===== src/common/adc_params.svh =====
// Offsets, codes and timing counts of the converter sequencing block.
// Assumes inclusion by bare name from the design and testbench files.
`ifndef ADC_PARAMS_SVH
`define ADC_PARAMS_SVH
// ---------------------------------------------------------------------
// Register map (byte addresses)
// ---------------------------------------------------------------------
`define OFS_CTL1 32'h0000_0000
`define OFS_CTL2 32'h0000_0004
`define OFS_CTL3 32'h0000_0008
`define OFS_SCAN 32'h0000_000C
`define OFS_BUF_LO 32'h0000_0040
`define OFS_BUF_HI 32'h0000_0080
// ---------------------------------------------------------------------
// Writable bits and reset values
// ---------------------------------------------------------------------
`define CTL1_WMASK 16'hA7EC
`define CTL2_WMASK 16'hE73F
`define CTL3_WMASK 16'h9FFF
`define SCAN_WMASK 16'h01FF
`define REG_RESET 16'h0000
`define SCAN_INPUTS 9
// ---------------------------------------------------------------------
// Field codes
// ---------------------------------------------------------------------
`define SSRC_SOFT 3'h0
`define SSRC_PIN 3'h1
`define SSRC_TIMER3 3'h2
`define SSRC_PWM1 3'h3
`define SSRC_PWM2 3'h5
`define SSRC_AUTO 3'h7
`define FORM_INT 2'h0
`define FORM_SINT 2'h1
`define FORM_FRAC 2'h2
`define FORM_SFRAC 2'h3
`define CHPS_ONE 2'h0
`define CHPS_TWO 2'h1
`define VCFG_POS 3'h1
`define VCFG_NEG 3'h2
`define VCFG_BOTH 3'h3
// ---------------------------------------------------------------------
// Timing in conversion clock periods
// ---------------------------------------------------------------------
`define CONV_TAD_10 4'hC
`define CONV_TAD_12 4'hE
// ---------------------------------------------------------------------
// Bus answers
// ---------------------------------------------------------------------
`define RESP_OKAY 2'h0
`define RESP_DECERR 2'h3
`endif


===== src/common/adc_pkg.sv =====
// Types shared by the converter sequencing block and its surroundings.
// Assumes nothing beyond a SystemVerilog compiler.
package adc_pkg;
  typedef enum logic [1:0] {ST_HOLD, ST_SAMPLE, ST_CONVERT} seq_state_e;
  typedef struct packed {
    logic on; logic r14; logic sidl; logic [1:0] r12; logic res;
    logic [1:0] form; logic [2:0] ssrc; logic r4; logic simultaneous_sample;
    logic auto_sample_start; logic sample_bit; logic done;
  } ctl1_s;
  typedef struct packed {
    logic [2:0] vcfg; logic [1:0] r12; logic scan; logic [1:0] chps;
    logic buffer_half_status; logic r6; logic [3:0] smpi; logic split_buffer_mode; logic alternate_sampling;
  } ctl2_s;
  typedef struct packed {
    logic rc; logic [1:0] r14; logic [4:0] samc; logic [7:0] adcs;
  } ctl3_s;
  typedef struct packed {
    logic pwm1; logic pwm2; logic timer3;
  } trig_s;
  typedef struct packed {
    logic enable; logic [3:0] sample_hold; logic convert;
    logic [1:0] channel; logic sample_b; logic scan_active;
    logic [3:0] scan_input; logic ref_pos_ext; logic ref_neg_ext;
  } analog_s;
endpackage


===== src/adc_sequence_control.sv =====
// Sequencing and control logic of a successive-approximation converter.
// Assumes aclk is the instruction clock; the analog array returns a
// raw code on analog_result that is valid when a channel's time ends.
`timescale 1ns/1ns
`default_nettype none
`include "adc_params.svh"
module adc_sequence_control (
  input wire logic aclk,
  input wire logic aresetn,
  input wire logic [31:0] awaddr,
  input wire logic awvalid,
  output logic awready,
  input wire logic [31:0] wdata,
  input wire logic [3:0] wstrb,
  input wire logic wvalid,
  output logic wready,
  output logic [1:0] bresp,
  output logic bvalid,
  input wire logic bready,
  input wire logic [31:0] araddr,
  input wire logic arvalid,
  output logic arready,
  output logic [31:0] rdata,
  output logic [1:0] rresp,
  output logic rvalid,
  input wire logic rready,
  input wire logic device_idle,
  input wire adc_pkg::trig_s triggers,
  input wire logic external_interrupt_pin,
  input wire logic rc_clock_pin,
  input wire logic [11:0] analog_result,
  output adc_pkg::analog_s analog,
  output logic interval_event
);
  // -------------------------------------------------------------------
  // Bus slave
  // -------------------------------------------------------------------
  logic aw_held, w_held;
  logic [31:0] aw_addr, w_data;
  logic [3:0] w_strb;
  logic wr_fire;
  assign awready = !aw_held && !bvalid;
  assign wready = !w_held && !bvalid;
  assign arready = !rvalid;
  assign wr_fire = aw_held && w_held && !bvalid;

  always_ff @(posedge aclk) begin
    if (!aresetn) begin
      aw_held <= 1'b0;
      aw_addr <= 32'h0;
    end else if (awvalid && awready) begin
      aw_held <= 1'b1;
      aw_addr <= awaddr;
    end else if (wr_fire) begin
      aw_held <= 1'b0;
    end
  end

  always_ff @(posedge aclk) begin
    if (!aresetn) begin
      w_held <= 1'b0;
      w_data <= 32'h0;
      w_strb <= 4'h0;
    end else if (wvalid && wready) begin
      w_held <= 1'b1;
      w_data <= wdata;
      w_strb <= wstrb;
    end else if (wr_fire) begin
      w_held <= 1'b0;
    end
  end

  logic wr_map;
  assign wr_map = aw_addr == `OFS_CTL1 || aw_addr == `OFS_CTL2 ||
                  aw_addr == `OFS_CTL3 || aw_addr == `OFS_SCAN;

  always_ff @(posedge aclk) begin
    if (!aresetn) begin
      bvalid <= 1'b0;
      bresp <= `RESP_OKAY;
    end else if (wr_fire) begin
      bvalid <= 1'b1;
      bresp <= wr_map ? `RESP_OKAY : `RESP_DECERR;
    end else if (bready) begin
      bvalid <= 1'b0;
    end
  end

  // Byte-lane merge limited to implemented bits
  function automatic logic [15:0] merge(input logic [15:0] old,
                                        input logic [15:0] mask);
    logic [15:0] m;
    m = {{8{w_strb[1]}}, {8{w_strb[0]}}} & mask;
    merge = (old & ~m) | (w_data[15:0] & m);
  endfunction

  logic wr_ctl1, wr_ctl2, wr_ctl3, wr_scan;
  assign wr_ctl1 = wr_fire && aw_addr == `OFS_CTL1;
  assign wr_ctl2 = wr_fire && aw_addr == `OFS_CTL2;
  assign wr_ctl3 = wr_fire && aw_addr == `OFS_CTL3;
  assign wr_scan = wr_fire && aw_addr == `OFS_SCAN;

  // -------------------------------------------------------------------
  // Control registers
  // -------------------------------------------------------------------
  adc_pkg::ctl1_s ctl1;
  adc_pkg::ctl2_s ctl2;
  adc_pkg::ctl3_s ctl3;
  logic [15:0] scan_sel;

  always_ff @(posedge aclk) begin
    if (!aresetn) ctl1 <= adc_pkg::ctl1_s'(`REG_RESET);
    else if (wr_ctl1) ctl1 <= adc_pkg::ctl1_s'(merge(ctl1, `CTL1_WMASK));
  end
  always_ff @(posedge aclk) begin
    if (!aresetn) ctl2 <= adc_pkg::ctl2_s'(`REG_RESET);
    else if (wr_ctl2) ctl2 <= adc_pkg::ctl2_s'(merge(ctl2, `CTL2_WMASK));
  end
  always_ff @(posedge aclk) begin
    if (!aresetn) ctl3 <= adc_pkg::ctl3_s'(`REG_RESET);
    else if (wr_ctl3) ctl3 <= adc_pkg::ctl3_s'(merge(ctl3, `CTL3_WMASK));
  end
  always_ff @(posedge aclk) begin
    if (!aresetn) scan_sel <= `REG_RESET;
    else if (wr_scan) scan_sel <= merge(scan_sel, `SCAN_WMASK);
  end

  // -------------------------------------------------------------------
  // Pin synchronisers
  // -------------------------------------------------------------------
  logic [1:0] pin_sync, rc_sync;
  logic pin_last, rc_last;
  always_ff @(posedge aclk) begin
    if (!aresetn) begin
      pin_sync <= 2'h0;
      rc_sync <= 2'h0;
      pin_last <= 1'b0;
      rc_last <= 1'b0;
    end else begin
      pin_sync <= {pin_sync[0], external_interrupt_pin};
      rc_sync <= {rc_sync[0], rc_clock_pin};
      pin_last <= pin_sync[1];
      rc_last <= rc_sync[1];
    end
  end
  // Rising edge is the active transition of the pin
  logic pin_edge, rc_edge;
  assign pin_edge = pin_sync[1] && !pin_last;
  assign rc_edge = rc_sync[1] && !rc_last;

  // -------------------------------------------------------------------
  // Effective mode
  // -------------------------------------------------------------------
  adc_pkg::seq_state_e state;
  logic run, simultaneous_sample_eff, tad_tick, hw_trig, start_conv, seq_end, chan_end;
  logic sw_start, sw_end, sw_done_clr, interval_hit, sample_b, half;
  logic [1:0] chps_eff, last_chan, chan_idx;
  logic [3:0] conv_cnt, conv_len, seq_cnt, wptr, scan_idx, scan_next;
  logic [4:0] sample_bit_cnt;
  logic [7:0] tcy_cnt;

  assign run = ctl1.on && !(ctl1.sidl && device_idle);
  assign chps_eff = ctl1.res ? `CHPS_ONE : ctl2.chps;
  assign simultaneous_sample_eff = !ctl1.res && ctl1.simultaneous_sample;
  assign last_chan = chps_eff == `CHPS_ONE ? 2'h0 :
                     chps_eff == `CHPS_TWO ? 2'h1 : 2'h3;
  assign conv_len = ctl1.res ? `CONV_TAD_12 : `CONV_TAD_10;

  // -------------------------------------------------------------------
  // Conversion clock
  // -------------------------------------------------------------------
  assign tad_tick = ctl3.rc ? rc_edge : tcy_cnt == ctl3.adcs;
  always_ff @(posedge aclk) begin
    // Restart at conversion start so with the divided clock every channel spans whole periods
    if (!aresetn || !ctl1.on || ctl3.rc || tad_tick || start_conv) tcy_cnt <= 8'h0;
    else if (run) tcy_cnt <= tcy_cnt + 8'h1;
  end

  // -------------------------------------------------------------------
  // Trigger and software strobes
  // -------------------------------------------------------------------
  always_comb begin
    case (ctl1.ssrc)
      `SSRC_AUTO: hw_trig = sample_bit_cnt == ctl3.samc;
      `SSRC_PWM2: hw_trig = triggers.pwm2;
      `SSRC_PWM1: hw_trig = triggers.pwm1;
      `SSRC_TIMER3: hw_trig = triggers.timer3;
      `SSRC_PIN: hw_trig = pin_edge;
      default: hw_trig = 1'b0;
    endcase
  end

  assign sw_start = wr_ctl1 && w_strb[0] && w_data[1];
  assign sw_end = wr_ctl1 && w_strb[0] && !w_data[1] &&
                  ctl1.ssrc == `SSRC_SOFT;
  assign sw_done_clr = wr_ctl1 && w_strb[0] && !w_data[0];
  assign start_conv = run && state == adc_pkg::ST_SAMPLE &&
                      (ctl1.ssrc == `SSRC_SOFT ? sw_end : hw_trig);
  assign chan_end = run && state == adc_pkg::ST_CONVERT && tad_tick &&
                    conv_cnt == conv_len - 4'h1;
  assign seq_end = chan_end && chan_idx == last_chan;
  assign interval_hit = seq_cnt == ctl2.smpi;

  // -------------------------------------------------------------------
  // Sequencer
  // -------------------------------------------------------------------
  always_ff @(posedge aclk) begin
    if (!aresetn || !ctl1.on) begin
      state <= adc_pkg::ST_HOLD;
    end else if (run) begin
      case (state)
        adc_pkg::ST_HOLD: begin
          if (sw_start || ctl1.auto_sample_start) state <= adc_pkg::ST_SAMPLE;
        end
        adc_pkg::ST_SAMPLE: begin
          if (start_conv) state <= adc_pkg::ST_CONVERT;
        end
        adc_pkg::ST_CONVERT: begin
          if (seq_end) begin
            state <= ctl1.auto_sample_start ? adc_pkg::ST_SAMPLE : adc_pkg::ST_HOLD;
          end
        end
        default: state <= adc_pkg::ST_HOLD;
      endcase
    end
  end

  // Sampling length counted only in conversion clocks while sampling
  always_ff @(posedge aclk) begin
    if (!aresetn || state != adc_pkg::ST_SAMPLE) sample_bit_cnt <= 5'h0;
    else if (run && tad_tick && sample_bit_cnt != ctl3.samc) sample_bit_cnt <= sample_bit_cnt + 5'h1;
  end

  always_ff @(posedge aclk) begin
    if (!aresetn || state != adc_pkg::ST_CONVERT || chan_end) conv_cnt <= 4'h0;
    else if (run && tad_tick) conv_cnt <= conv_cnt + 4'h1;
  end

  always_ff @(posedge aclk) begin
    if (!aresetn || start_conv) chan_idx <= 2'h0;
    else if (chan_end && !seq_end) chan_idx <= chan_idx + 2'h1;
  end

  // Completion wins over a software clear in the same cycle
  logic done;
  always_ff @(posedge aclk) begin
    if (!aresetn) done <= 1'b0;
    else if (seq_end) done <= 1'b1;
    else if (start_conv || sw_done_clr) done <= 1'b0;
  end

  always_ff @(posedge aclk) begin
    if (!aresetn || !ctl1.on) seq_cnt <= 4'h0;
    else if (seq_end) seq_cnt <= interval_hit ? 4'h0 : seq_cnt + 4'h1;
  end

  always_ff @(posedge aclk) begin
    if (!aresetn) interval_event <= 1'b0;
    else interval_event <= seq_end && interval_hit;
  end

  always_ff @(posedge aclk) begin
    if (!aresetn || !ctl2.alternate_sampling) sample_b <= 1'b0;
    else if (seq_end) sample_b <= !sample_b;
  end

  // -------------------------------------------------------------------
  // Result buffer
  // -------------------------------------------------------------------
  logic [15:0] result_buf [16];
  logic [15:0] fmt_result;
  logic [9:0] d10;
  logic [11:0] d12;
  assign d10 = analog_result[9:0];
  assign d12 = analog_result;
  always_comb begin
    case ({ctl1.res, ctl1.form})
      {1'b0, `FORM_INT}: fmt_result = {6'h0, d10};
      {1'b0, `FORM_SINT}: fmt_result = {{7{~d10[9]}}, d10[8:0]};
      {1'b0, `FORM_FRAC}: fmt_result = {d10, 6'h0};
      {1'b0, `FORM_SFRAC}: fmt_result = {~d10[9], d10[8:0], 6'h0};
      {1'b1, `FORM_INT}: fmt_result = {4'h0, d12};
      {1'b1, `FORM_SINT}: fmt_result = {{5{~d12[11]}}, d12[10:0]};
      {1'b1, `FORM_FRAC}: fmt_result = {d12, 4'h0};
      default: fmt_result = {~d12[11], d12[10:0], 4'h0};
    endcase
  end

  always_ff @(posedge aclk) begin
    if (chan_end) result_buf[wptr] <= fmt_result;
  end

  // Split mode keeps the pointer inside the active eight-word half
  always_ff @(posedge aclk) begin
    if (!aresetn || !ctl1.on) begin
      wptr <= 4'h0;
      half <= 1'b0;
    end else if (seq_end && interval_hit) begin
      half <= ctl2.split_buffer_mode && !half;
      wptr <= {ctl2.split_buffer_mode && !half, 3'h0};
    end else if (chan_end) begin
      wptr <= ctl2.split_buffer_mode ? {half, wptr[2:0] + 3'h1} : wptr + 4'h1;
    end
  end

  // -------------------------------------------------------------------
  // Input scan
  // -------------------------------------------------------------------
  always_comb begin
    int idx;
    idx = 0;
    scan_next = scan_idx;
    for (int k = `SCAN_INPUTS; k >= 1; k--) begin
      idx = (int'(scan_idx) + k) % `SCAN_INPUTS;
      if (scan_sel[idx]) scan_next = 4'(idx);
    end
  end

  always_ff @(posedge aclk) begin
    if (!aresetn || !ctl2.scan) scan_idx <= 4'h0;
    else if (chan_end && chan_idx == 2'h0 && !sample_b) scan_idx <= scan_next;
  end

  // -------------------------------------------------------------------
  // Analog array control
  // -------------------------------------------------------------------
  logic [3:0] hold_next;
  genvar g;
  generate
    for (g = 0; g < 4; g++) begin : g_sh
      logic active;
      assign active = 2'(g) <= last_chan;
      assign hold_next[g] = active && run &&
        (state == adc_pkg::ST_SAMPLE ||
         (state == adc_pkg::ST_CONVERT && !simultaneous_sample_eff && 2'(g) > chan_idx));
    end
  endgenerate

  always_ff @(posedge aclk) begin
    if (!aresetn) begin
      analog <= '0;
    end else begin
      analog.enable <= run;
      analog.sample_hold <= hold_next;
      analog.convert <= run && state == adc_pkg::ST_CONVERT;
      analog.channel <= chan_idx;
      analog.sample_b <= sample_b;
      analog.scan_active <= ctl2.scan && !sample_b;
      analog.scan_input <= scan_idx;
      analog.ref_pos_ext <= ctl2.vcfg == `VCFG_POS || ctl2.vcfg == `VCFG_BOTH;
      analog.ref_neg_ext <= ctl2.vcfg == `VCFG_NEG || ctl2.vcfg == `VCFG_BOTH;
    end
  end

  // -------------------------------------------------------------------
  // Read path
  // -------------------------------------------------------------------
  adc_pkg::ctl1_s rd1;
  adc_pkg::ctl2_s rd2;
  logic [31:0] rd_word;
  logic rd_hit;
  always_comb begin
    rd1 = ctl1;
    rd1.simultaneous_sample = simultaneous_sample_eff;
    rd1.sample_bit = state == adc_pkg::ST_SAMPLE;
    rd1.done = done;
    rd2 = ctl2;
    rd2.chps = chps_eff;
    rd2.buffer_half_status = half;
    rd_hit = 1'b1;
    rd_word = 32'h0;
    if (araddr == `OFS_CTL1) rd_word = {16'h0, rd1};
    else if (araddr == `OFS_CTL2) rd_word = {16'h0, rd2};
    else if (araddr == `OFS_CTL3) rd_word = {16'h0, ctl3};
    else if (araddr == `OFS_SCAN) rd_word = {16'h0, scan_sel};
    else if (araddr >= `OFS_BUF_LO && araddr < `OFS_BUF_HI) rd_word = {16'h0, result_buf[araddr[5:2]]};
    else rd_hit = 1'b0;
  end

  always_ff @(posedge aclk) begin
    if (!aresetn) begin
      rvalid <= 1'b0;
      rdata <= 32'h0;
      rresp <= `RESP_OKAY;
    end else if (arvalid && arready) begin
      rvalid <= 1'b1;
      rdata <= rd_word;
      rresp <= rd_hit ? `RESP_OKAY : `RESP_DECERR;
    end else if (rready) begin
      rvalid <= 1'b0;
    end
  end
endmodule
`default_nettype wire


===== config.mk =====
export PLATFORM = sky130hd
export DESIGN_NAME = adc_sequence_control
export DESIGN_NICKNAME = d
export VERILOG_FILES = /design/src/common/adc_pkg.sv /design/src/adc_sequence_control.sv
export VERILOG_INCLUDE_DIRS = /design/src /design/src/common
export SDC_FILE = /design/constraint.sdc
export NUM_CORES = 1
export LEC_CHECK = 0
export ABC_CLOCK_PERIOD_IN_PS = 7400
export CAP_MARGIN = 20
export CORE_MARGIN = 8
export CORE_UTILIZATION = 64
export DETAILED_ROUTE_END_ITERATION = 12
export DONT_BUFFER_PORTS = 1
export GPL_ROUTABILITY_DRIVEN = 0
export PLACE_DENSITY = 0.79
export SYNTH_ARGS = -nofsm -noshare
export SYNTH_HDL_FRONTEND = slang
export SYNTH_SLANG_ARGS = --single-unit
export TNS_END_PERCENT = 1

===== constraint.sdc =====
create_clock -name aclk -period 7.4 [get_ports aclk]
set_input_delay 0.74 -clock aclk [delete_from_list [all_inputs] [get_ports aclk]]
set_output_delay 0.74 -clock aclk [all_outputs]
set_load 0.005 [all_outputs]

* Yosys cells after proc, flatten, opt, wreduce, memory -nomap -nowiden
Memory sizes are Yosys's and may differ from the RTL's. Cells that the tools add are included. Widths: inputs -> output; s select.
Word-level totals: bits in registers 213, memory bits (writable) 256, memories 1
Operators by class: add/sub/neg operators 17, divide/modulo/power cells 9, order comparisons 19, eq/ne operators 34, mux-type cells 76, bitwise operators 18, reductions and logical operators 105
Memory list:
- result_buf | words 16, bits a word 16, read ports 1, clocked after Yosys merged registers in 0, write ports 1, RTL line adc_sequence_control.sv:270 | logic [15:0] result_buf [16];
Operator list (count):
- $lt 32x6->1 const B | 9
- $mod 32x5->32 const B | 9
- $eq 32x4->1 const B | 4
- $and 16x16->16 | 7
- $pmux 16 s7 | 1
- $mux 16 | 5
- $eq 32x3->1 const B | 2
- $logic_not 32->1 | 2
- $or 16x16->16 | 4
- $mux 4 | 13
- $logic_and 1x1->1 | 49
- $not 16->16 | 3
- $mux 1 | 37
- $bmux 1 s4 | 9
- $ge 32x7->1 const B | 1
- $lt 32x8->1 const B | 1
- $logic_or 1x1->1 | 21
- $add 4x3->5 const B | 4
- $eq 3x2->1 const B | 6
- $logic_not 1->1 | 18
- $mux 2 | 9
- $and 16x9->16 | 1
- $not 9->16 | 1
- $eq 3x3->1 const B | 5
- other kinds (33) | 57

* Longest topological paths before layout
Gate-level depths: netlist of the first run.
depth after elaboration 14, gate-level depth with buffers 28

* Worst setup path before layout of the first run
OpenSTA, ideal clock, no wires.
path type register -> register, from register scan_idx[0], to register scan_idx[1], library setup time 115 ps, data arrival time 6501 ps, required time 7285 ps, path slack 785 ps, stages on the path, launching flop included 28, buffers on the path 7, cells stage by stage dfxtp_1 > buf_4 > buf_2 > buf_2 > buf_1 > buf_2 > clkbuf_1 > inv_1 > ha_1 > inv_1 > buf_1 > ha_1 > or2_2 > or2_1 > o21a_2 > xnor2_2 > ha_1 > nand2b_1 > a21o_1 > a21o_1 > or4_1 > o311a_1 > a41oi_4 > o211ai_1 > nor4b_4 > a21oi_4 > o21ai_1 > o21ba_1
On the way: cells in the longest elaborated chain, start to end 13, elaborated cells on any way between the ends 56, classes of those cells add/sub (9); div (9); mux (36); reduce/logical (2)
Ends and longest elaborated chain:
- start: declaration | RTL line adc_sequence_control.sv:158 | logic [3:0] conv_cnt, conv_len, seq_cnt, wptr, scan_idx, scan_next;
- start signal: assignment | RTL line adc_sequence_control.sv:321 | else if (chan_end && chan_idx == 2'h0 && !sample_b) scan_idx <= scan_next;
- $add 4x4->5 | RTL line adc_sequence_control.sv:314 | idx = (int'(scan_idx) + k) % `SCAN_INPUTS;
- $mod 32x5->32 (no source line)
- $bmux 1 s4 | RTL line adc_sequence_control.sv:315 | if (scan_sel[idx]) scan_next = 4'(idx);
- $mux 1 (not written as such) (2 in a row) | RTL line adc_sequence_control.sv:315
- $mux 4 (8 in a row) | RTL line adc_sequence_control.sv:315
Several ways; a longest one is shown, not always the timed one. The select of a mux whose other input is x is not followed. A chain may end at the register's enable or synchronous reset.

* Worst setup path in the final report of the first run
from register scan_idx[0], to register scan_idx[3]
Same word-level chain as after synthesis.

==> results.py, run 1 <==
metrics = {
    "status": {
        "status": "finished clean",
    },
    "pwr": {
        "power.switching_mw": 1.013,
        "ir_drop_mv": 0.2195,
        "p_per_area_nw_per_um2": 194.1,
        "p_sw_frac": 0.2113,
        "internal_power_mw": 3.781,
        "pwr-share-seq": 0.540,
        "p_comb_frac": 0.034,
        "p_leak_nw": 8.827,
        "p_clk_frac": 0.426,
        "power_mw": 4.794,
    },
    "synthesis": {
        "synthFlopType": "edfxtp_1",
        "synth_top_family_by_area": "simple AND/OR/NAND/NOR gates",
        "synth_area_per_cell_um2": 11.22,
        "async_flop_share": 0,
        "synth_compound_area_frac": 0.1341,
        "synth.distinct_cells": 111,
        "syn_inst": 2061,
        "yosysTopAreaCell": "edfxtp_1",
        "yosys.area_share.simple": 0.1525,
        "ys_ff_latch": 432,
        "synthMuxAreaShare": 0.1289,
        "synth_edf_count": 256,
        "synth_xor_area_frac": 0.02753,
        "synth-seq-area-share": 0.4846,
        "synth_top_area_frac": 0.3323,
        "yosys_warnings": 0,
        "yosys-top-cells-area": "edfxtp_1 33%, dfxtp_1 15%, mux4_2 8.7%",
        "synthAdderAreaFrac": 0.03462,
        "syn_area_um2": 23130,
    },
    "clock_tree": {
        "cts_setup_buffers": 0,
        "cts-root-buf": "clkbuf_16",
        "htreeDepth": 2,
        "cts_sinks": 432,
        "clock_path_buffers": 3,
        "clk_pin_slew_ns": 0.06,
        "cts_buffers": 43,
        "clkLatencyLatePin_ns": 0.55,
        "cts_resized": 0,
        "postCtsHoldBufs": 0,
        "cts_tree": "done",
    },
    "timing": {
        "fin_skew_ns": 0.01662,
        "rsz0062_at_grt": "no",
        "fmax_mhz": 169.4,
        "setup_violations": 0,
        "drv_slew": 0,
        "final-hold-violation-count": 0,
        "slew_headroom": 0.2478,
        "whs_ns": 0.3349,
        "tns_ns": 0,
        "finalCriticalPeriod_ns": 5.902,
        "final.period_utilization": 0.7975,
        "worst_pin_slew_ns": 1.127,
    },
    "worst_hold_path": {
        "hold_class": "in2reg",
        "hold_path_depth": 1,
    },
    "critical_path": {
        "r2r-start": "scan_idx[0]",
        "r2r-end": "scan_idx[3]",
        "crit_fanout": 29,
        "critical_path_class": "reg2reg",
        "critPathRequiredTime_ns": 7.88,
        "r2r_setup_slack_ns": 1.50,
        "r2r_cells": 21,
        "critPathLaunch": "scan_idx[0]",
        "critPathCaptureType": "flip-flop",
        "endpoint": "scan_idx[3]",
        "crit_arrival_ns": 6.38,
        "critPathLaunchType": "flip-flop",
    },
    "route": {
        "routed_via_density": 6.721,
        "drt_iter0_markers": 1687,
        "ant_nets": 0,
        "routed_wl_um": 62040,
        "dr.pass1.iters": 6,
        "wire_per_inst_um": 24.73,
        "vias": 16860,
        "drcViolationCount": 0,
    },
    "finish": {
        "areaGrowthSynthToFinish_pct": 6.771,
        "final_nets": 2206,
        "n_antenna_cell": 0,
        "nFillCells": 2464,
        "drive_gt1_frac": 0.1289,
    },
    "global_routing": {
        "antenna_found_initial": 1,
        "grt_usage": 0.2855,
        "grt_first_pass_wirelength_um": 94010,
        "grt_pass1_vias": 16200,
        "grt_start_max_net_pins": 143,
        "grt_overflow": 0,
    },
    "die": {
        "die_x_um": 206.1,
        "core_um2": 35570,
        "initial_core_util": 0.6504,
        "die_h_um": 206.1,
        "die_area_um2": 42490,
        "io_pins": 183,
        "row_count": 69,
    },
    "placement": {
        "dpl.hpwl_um": 40450,
        "io_buffer_count": 0,
    },
    "run": {
        "maxCapViolations": 0,
    },
}
cells in the mapped netlist, drive strengths merged, types with 11 or more instances:
cell type and number:
nor2b 72, and3 18, inv 49, o21a 11, edfxtp 256, xnor2 34
dfxtp 176, nand4 18, a21oi 84, and2 26, o21ai 69, ha 64
mux2i 82, a221oi 13, a21boi 70, xor2 31, mux4 89, nand2 244
nor3 35, o211ai 17, nor4 21, nor2 134, a31oi 14, clkbuf 85
nand2b 26, nand3b 15, nand3 37, mux2 14, buf 58
cell type report:
cell class | count | area [um^2] | area share
Clock buffer | 61 | 1164 | 0.04711
Clock inverter | 15 | 122.6 | 0.004964
Inverter | 49 | 186.4 | 0.007548
Multi-Input combinational cell | 1452 | 11150 | 0.4512
Sequential cell | 432 | 11210 | 0.4539
Tap cell | 461 | 576.8 | 0.02335
Timing Repair Buffer | 39 | 292.8 | 0.01185
metal layers:
| metal | wire length [um] | GRT usage | vias to the layer above |
|---|---|---|---|
| met5 | 12 | 0 | - |
| met4 | 2502 | 0.1156 | 2 |
| met3 | 5391 | 0.04561 | 177 |
| met2 | 29480 | 0.4632 | 911 |
| met1 | 24660 | 0.3809 | 8220 |
| li1 | - | - | 7552 |
through the flow:
step / util / worst slack [ns] / instance area (um^2) / cells
2_1_floorplan: - / 0.7846 / 23190 / 2076
3_3_place_gp: 0.6576 / 1.765 / 23390 / 2430
3_5_place_dp: 0.6576 / 1.600 / 23390 / 2430
4_1_cts: 0.6938 / 1.564 / 24680 / 2506
5_1_grt: 0.6944 / 1.140 / 24700 / 2509
6_report: 0.6944 / 1.498 / 24700 / 2509
worst max-delay path: stages (launching register included):
cell and delay [ns]:
dfxtp_2 0.33, buf_4 0.36, inv_1 0.30, ha_1 0.47, xnor2_4 0.23, ha_1 0.22, or2_2 0.30, or2_1 0.25
o21a_2 0.26, xnor2_2 0.35, ha_1 0.27, nand2b_1 0.09, a21o_1 0.15, a21o_1 0.30, or4_1 0.46, o311a_1 0.18
a41oi_4 0.24, nor2_2 0.07, o311ai_1 0.35, a311oi_1 0.14, or3_1 0.37, a31oi_1 0.15
layout by cell type, fill, tap and decap left out, types with 43 or more instances in the layout:
cell	count
nor2b_1	72
nor2_1	125
ha_1	64
mux2i_1	82
a21boi_0	64
edfxtp_1	256
nand2_1	243
a21oi_1	75
clkbuf_16	43
dfxtp_1	175
inv_1	43
o21ai_0	59
mux4_2	89
power by group through the flow:
stage | Sequential [mW] | Combinational (mW) | Clock (mW)
after floorplan | 2.63 | 0.160 | 0
after global placement | 2.64 | 0.153 | 0
after detailed placement | 2.64 | 0.159 | 0
after CTS | 2.59 | 0.162 | 2.06
after global routing | 2.59 | 0.178 | 2.15
final | 2.59 | 0.164 | 2.04
kinds of logic after synthesis:
logic type | count (synthesis)
fa+ha+maj | 64
mux | 185
compound gates | 421
flops | 432
xor+xnor | 65
simple gates | 701
other cells | 1
buf+inv | 192
how the worst min path moves through the flow:
stage                 startpoint           to  slack [ns]
floorplan            pin_sync[0]  pin_sync[1]        0.41
global placement     pin_sync[0]  pin_sync[1]        0.44
detailed placement   pin_sync[0]  pin_sync[1]        0.43
CTS                      aresetn         done        0.32
global route             aresetn       bvalid        0.32
finish              rc_clock_pin   rc_sync[0]        0.33
No activity file was read; power rests on OpenSTA's default activity.
==> run 2, diff against run 1 <==
--- a/config.mk
+++ b/config.mk
@@ -6,14 +6,15 @@
 export SDC_FILE = /design/constraint.sdc
 export NUM_CORES = 1
 export LEC_CHECK = 0
-export ABC_CLOCK_PERIOD_IN_PS = 7400
+export ABC_AREA = 1
+export ABC_CLOCK_PERIOD_IN_PS = 5100
 export CAP_MARGIN = 20
 export CORE_MARGIN = 8
-export CORE_UTILIZATION = 64
+export CORE_UTILIZATION = 58
 export DETAILED_ROUTE_END_ITERATION = 12
 export DONT_BUFFER_PORTS = 1
 export GPL_ROUTABILITY_DRIVEN = 0
-export PLACE_DENSITY = 0.79
+export PLACE_DENSITY = 0.75
 export SYNTH_ARGS = -nofsm -noshare
 export SYNTH_HDL_FRONTEND = slang
 export SYNTH_SLANG_ARGS = --single-unit
==> constraint.sdc (replaced) <==
create_clock -name aclk -period 5.1 [get_ports aclk]
set_input_delay 0.51 -clock aclk [delete_from_list [all_inputs] [get_ports aclk]]
set_output_delay 0.51 -clock aclk [all_outputs]
set_load 0.005 [all_outputs]
==> run 2 against run 1 <==
Synthesized cell count is 13% higher; first-iteration DRC count is 20% higher; area after synthesis fell by 8.4%; final cell count is 13% higher; non-clock buffer count increased by 9; die area grew 0.97%; register-to-register slack got worse by 0.89 ns; via count grew 4.3%; sequential cell count did not move; sequential power is 45% higher; combinational power is 71% higher; power is 46% higher; highest routed layer is now met4.
==> results.py, run 2 <==
metrics = {
    "die": {
        "die_x_um": 207.1,
        "die_h_um": 207.1,
        "initial_core_util": 0.5842,
        "core_um2": 36260,
        "io_pins": 183,
        "die_area_um2": 42900,
        "row_count": 70,
    },
    "placement": {
        "dpl.hpwl_um": 39990,
        "place_inst": 2747,
        "io_buffer_count": 0,
    },
    "synthesis": {
        "synth-seq-area-share": 0.5292,
        "yosys.area_share.simple": 0.1933,
        "synth_common_cells": "362 x nand2_1, 256 x edfxtp_1, 240 x nor2_1",
        "synth_top_family_by_area": "simple AND/OR/NAND/NOR gates",
        "synth.distinct_cells": 61,
        "synth_edf_count": 256,
        "syn_area_um2": 21180,
        "synthAdderAreaFrac": 0.03780,
        "synth_most_common_cell": "nand2_1",
        "async_flop_share": 0,
        "synth_top_area_frac": 0.3629,
        "yosys_warnings": 0,
        "synth_area_per_cell_um2": 9.088,
        "ys_ff_latch": 432,
        "yosysTopAreaCell": "edfxtp_1",
        "synthFlopType": "edfxtp_1",
        "synthMuxAreaShare": 0,
        "synth_compound_area_frac": 0.1532,
        "syn_inst": 2331,
        "yosys-top-cells-area": "edfxtp_1 36%, dfxtp_1 17%, nand2_1 6.4%",
        "synth_xor_area_frac": 0.02209,
    },
    "finish": {
        "n_antenna_cell": 0,
        "final_nets": 2522,
        "regArea_um2": 11210,
        "multi_input_area_um2": 8673,
        "nFillCells": 2940,
        "finalNonFillerCells": 2830,
        "drive_gt1_frac": 0.08594,
        "areaGrowthSynthToFinish_pct": 8.552,
        "fin_util": 0.6342,
        "mostFrequentLayoutCells": "360 x nand2_1, 256 x edfxtp_1, 240 x nor2_1",
        "final_common_cell": "nand2_1",
    },
    "route": {
        "drcViolationCount": 0,
        "wire_per_inst_um": 20.98,
        "vias": 17590,
        "dr.pass1.iters": 6,
        "drt_iter0_markers": 2032,
        "routed_via_density": 6.217,
        "routed_wl_um": 59370,
        "ant_nets": 0,
    },
    "critical_path": {
        "critPathLaunchType": "flip-flop",
        "critical_path_class": "reg2reg",
        "critPathCaptureType": "flip-flop",
        "critPathRequiredTime_ns": 5.56,
        "crit_fanout": 13,
        "crit_arrival_ns": 4.95,
    },
    "timing": {
        "tns_ns": 0,
        "worst_pin_slew_ns": 1.071,
        "final-hold-violation-count": 0,
        "setup_violations": 0,
        "whs_ns": 0.06007,
        "fmax_mhz": 222.5,
        "fin_skew_ns": 0.02175,
        "slew_headroom": 0.2861,
        "final.period_utilization": 0.8814,
        "finalCriticalPeriod_ns": 4.495,
        "drv_slew": 0,
        "rsz0062_at_grt": "no",
    },
    "clock_tree": {
        "postCtsHoldBufs": 0,
        "cts_setup_buffers": 0,
        "clock_path_buffers": 3,
        "cts_buffers": 42,
        "clkLatencyLatePin_ns": 0.56,
        "cts_sinks": 432,
        "cts-root-buf": "clkbuf_16",
        "cts_resized": 0,
        "clk_pin_slew_ns": 0.06,
        "cts_tree": "done",
        "htreeDepth": 2,
    },
    "pwr": {
        "p_per_area_nw_per_um2": 303.6,
        "p_leak_nw": 8.681,
        "ir_drop_mv": 0.2942,
    },
    "status": {
        "status": "finished clean",
    },
    "global_routing": {
        "antenna_found_initial": 0,
        "grt_pass1_vias": 16520,
        "grt_overflow": 0,
        "grt_first_pass_wirelength_um": 91130,
        "grt_usage": 0.2630,
        "grt_start_max_net_pins": 101,
    },
    "run": {
        "maxCapViolations": 0,
    },
    "worst_hold_path": {
        "hold_class": "in2reg",
    },
}
-- run 2: cell count changes in the layout (fill, tap and decap cells not counted), sizes merged, moves of 83 or more --
cell   delta
nand2   +155
nand3   +126
o22ai   +104
inv     +168
nor2    +107
mux4     -89
o21ai    +83
-- run 2: through the flow --
step	area [um^2]	power, mW	setup slack [ns]
after floorplan	21240	4.045	0.5176
after global placement	21640	4.096	0.7991
after detailed placement	21640	4.107	0.7227
after CTS	22920	6.986	0.6901
after global routing	23000	7.163	0.1258
final	23000	6.981	0.6051
-- run 2: kinds of logic after synthesis --
family | count (synthesis)
and+or+nand+nor | 921
AOI/OAI and AO/OA | 529
DFF | 432
buffers and inverters | 337
adders and majority gates | 64
xor gates and xnor gates | 47
other | 1
-- run 2: final timing paths --
| kind | from | to | slack, ns | cells after the start |
|---|---|---|---|---|
| min reg2reg | pin_sync[0] | pin_sync[1] | 0.43 | 2 |
| min | rc_clock_pin | rc_sync[0] | 0.06 | 2 |
| max | scan_idx[3] | scan_idx[0] | 0.61 | 27 |
| max reg2reg | scan_idx[3] | scan_idx[0] | 0.61 | 27 |
-- run 2: routing by layer --
metal | vias to the layer above | global-route usage | share of wire
li1 | 8133 | - | -
met1 | 8329 | 0.3342 | 0.39
met2 | 977 | 0.4285 | 0.46
met3 | 154 | 0.06295 | 0.11
met4 | 0 | 0.1070 | 0.038
met5 | - | 0 | 0
-- run 2: critical path, stage by stage (launching register included) --
cell	delay, ns
dfxtp_1	0.71
ha_1	0.51
inv_1	0.18
nand3_2	0.16
xor2_1	0.16
inv_1	0.10
ha_1	0.18
o21ai_0	0.16
o21a_1	0.16
nand2_1	0.15
o21ai_0	0.47
nand3_1	0.13
nand3_1	0.11
nand3b_1	0.15
nand2_1	0.21
nand2_1	0.07
nand2_1	0.07
nand3_1	0.08
nand3_1	0.10
nand2_1	0.05
nand2_1	0.05
nand2_1	0.05
nand2_1	0.05
nand2_1	0.07
nand3_1	0.09
nand3_2	0.06
nand2_1	0.07
inv_1	0.04
-- run 2: power breakdown --
part / switching [mW] / leakage [nW] / internal, mW
registers: 0.0389 / 3.67 / 3.72
logic: 0.193 / 4.39 / 0.0871
clock network: 1.29 / 0.629 / 1.65
total: 1.52 / 8.68 / 5.46
-- run 2: area by class of cell --
| class | count | share of cell area |
|---|---|---|
| clock inverters | 17 | 0.006638 |
| flip-flops and latches | 432 | 0.4875 |
| repair buffers | 48 | 0.01638 |
| inverters | 232 | 0.03798 |
| well taps | 468 | 0.02546 |
| multi-input cells | 1577 | 0.3772 |
| clock buffers | 56 | 0.04886 |
==> run 3, diff against run 2 <==
--- a/config.mk
+++ b/config.mk
@@ -10,11 +10,11 @@
 export ABC_CLOCK_PERIOD_IN_PS = 5100
 export CAP_MARGIN = 20
 export CORE_MARGIN = 8
-export CORE_UTILIZATION = 58
+export CORE_UTILIZATION = 50
 export DETAILED_ROUTE_END_ITERATION = 12
 export DONT_BUFFER_PORTS = 1
 export GPL_ROUTABILITY_DRIVEN = 0
-export PLACE_DENSITY = 0.75
+export PLACE_DENSITY = 0.67
 export SYNTH_ARGS = -nofsm -noshare
 export SYNTH_HDL_FRONTEND = slang
 export SYNTH_SLANG_ARGS = --single-unit
==> run 3 against run 2 <==
Cell area increased by 0.52%; hold slack improved by 0.0080 ns; setup slack got worse by 0.027 ns; critical path type unchanged; highest routed layer unchanged.
==> results.py, run 3 (synthesis results as in run 2) <==
metrics = {
    "pwr": {
        "ir_drop_mv": 0.2943,
        "p_per_area_nw_per_um2": 304.8,
        "p_leak_nw": 8.691,
    },
    "timing": {
        "finalCriticalPeriod_ns": 4.522,
        "rsz0062_at_grt": "no",
        "tns_ns": 0,
        "fin_skew_ns": 0.01562,
        "setup_violations": 0,
        "final-hold-violation-count": 0,
        "worst_pin_slew_ns": 1.017,
        "fmax_mhz": 221.1,
        "slew_headroom": 0.3218,
        "drv_slew": 0,
        "final.period_utilization": 0.8867,
    },
    "global_routing": {
        "grt_start_max_net_pins": 101,
        "antenna_found_initial": 0,
        "grt_overflow": 0,
        "grt_pass1_vias": 16320,
        "grt_first_pass_wirelength_um": 91440,
        "grt_usage": 0.2325,
    },
    "finish": {
        "stdcell_area_um2": 23120,
        "areaGrowthSynthToFinish_pct": 9.119,
        "n_antenna_cell": 0,
        "final_nets": 2522,
        "nFillCells": 3688,
        "regArea_um2": 11210,
        "drive_gt1_frac": 0.08633,
        "final_common_cell": "nand2_1",
        "multi_input_area_um2": 8682,
        "mostFrequentLayoutCells": "360 x nand2_1, 256 x edfxtp_1, 239 x nor2_1",
    },
    "critical_path": {
        "critical_path_class": "reg2reg",
        "critPathRequiredTime_ns": 5.55,
        "crit_arrival_ns": 4.97,
        "critPathLaunchType": "flip-flop",
        "critPathCaptureType": "flip-flop",
        "r2r_cells": 27,
        "crit_fanout": 8,
    },
    "worst_hold_path": {
        "hold_path_depth": 2,
        "hold_class": "in2reg",
    },
    "die": {
        "die_area_um2": 49210,
        "core_um2": 41850,
        "die_h_um": 221.8,
        "io_pins": 183,
        "row_count": 75,
        "initial_core_util": 0.5062,
        "die_x_um": 221.8,
    },
    "placement": {
        "placed_area_um2": 21770,
        "io_buffer_count": 0,
        "dpl.hpwl_um": 40770,
    },
    "clock_tree": {
        "cts_resized": 0,
        "clock_path_buffers": 3,
        "clkLatencyLatePin_ns": 0.55,
        "cts_tree": "done",
        "clk_pin_slew_ns": 0.06,
        "htreeDepth": 2,
        "cts_setup_buffers": 0,
        "cts_buffers": 43,
        "cts_sinks": 432,
        "postCtsHoldBufs": 0,
        "cts-root-buf": "clkbuf_16",
    },
    "route": {
        "drcViolationCount": 0,
        "vias": 17190,
        "wire_per_inst_um": 20.55,
        "routed_wl_um": 59650,
        "routed_via_density": 5.925,
        "ant_nets": 0,
        "drt_iter0_markers": 1669,
        "dr.pass1.iters": 5,
    },
    "run": {
        "maxCapViolations": 0,
    },
    "status": {
        "status": "finished clean",
    },
}
## run 3: cell types whose count changed in the layout (fill, tap and decap cells not counted), sizes merged
cell / before / now
clkbuf: 56 / 62
clkinv: 26 / 22
buf: 48 / 47
## run 3: worst max-delay path: stages (launching register included)
cell and delay [ns]:
dfxtp_1 0.38, inv_1 0.08, buf_4 0.17, ha_1 0.25
xnor2_2 0.37, inv_2 0.16, ha_1 0.22, nand3b_4 0.17
o21ai_4 0.19, xor2_1 0.40, inv_2 0.10, ha_1 0.21
nor2_1 0.10, nand2_1 0.07, nand2_2 0.10, nand3_1 0.19
nand2_2 0.19, nand2_1 0.07, nand3_1 0.10, nand3_1 0.08
nand3_1 0.12, nand2_2 0.13, nor3_2 0.15, nand2_2 0.10
nand2_4 0.11, a21oi_1 0.07, nand2_1 0.08, inv_1 0.04
## run 3: routing by layer
metal | GRT usage | vias up | wire, um
met5 | 0 | - | 0
met3 | 0.05370 | 140 | 5763
met4 | 0.08745 | 0 | 2201
met1 | 0.2964 | 8135 | 23720
li1 | - | 8148 | -
met2 | 0.3819 | 771 | 27960
## run 3: layout make-up
| cell class | count | area share |
|---|---|---|
| Sequential cell | 432 | 0.4850 |
| Multi-Input combinational cell | 1577 | 0.3756 |
| Clock buffer | 62 | 0.05137 |
| Inverter | 232 | 0.03778 |
| Tap cell | 539 | 0.02917 |
| Timing Repair Buffer | 47 | 0.01581 |
| Clock inverter | 13 | 0.005304 |
## run 3: metrics by stage
stage	util	setup slack [ns]	std cells	total power [mW]	hold slack (ns)
after floorplan	-	0.5176	2346	4.045	0.3905
after global placement	0.5196	0.8095	2819	4.100	0.3923
after detailed placement	0.5201	0.7033	2822	4.110	0.3951
after CTS	0.5514	0.6583	2897	7.083	0.04501
after global routing	0.5523	0.2680	2902	7.262	0.05206
final	0.5523	0.5778	2902	7.047	0.06808
## run 3: power breakdown
| group | internal, mW | total (mW) | switching [mW] | leakage (nW) |
|---|---|---|---|---|
| logic | 0.0870 | 0.277 | 0.190 | 4.38 |
| registers | 3.72 | 3.76 | 0.0391 | 3.67 |
| clock network | 1.72 | 3.01 | 1.29 | 0.644 |
| total | 5.53 | 7.05 | 1.52 | 8.69 |
## run 3: path summary, 6_finish.rpt
kind / from / endpoint / slack, ns
worst min-delay path: external_interrupt_pin / pin_sync[0] / 0.07
worst max register to register: scan_idx[0] / scan_idx[0] / 0.58
worst min register to register: pin_sync[0] / pin_sync[1] / 0.41
worst max-delay path: scan_idx[0] / scan_idx[0] / 0.58
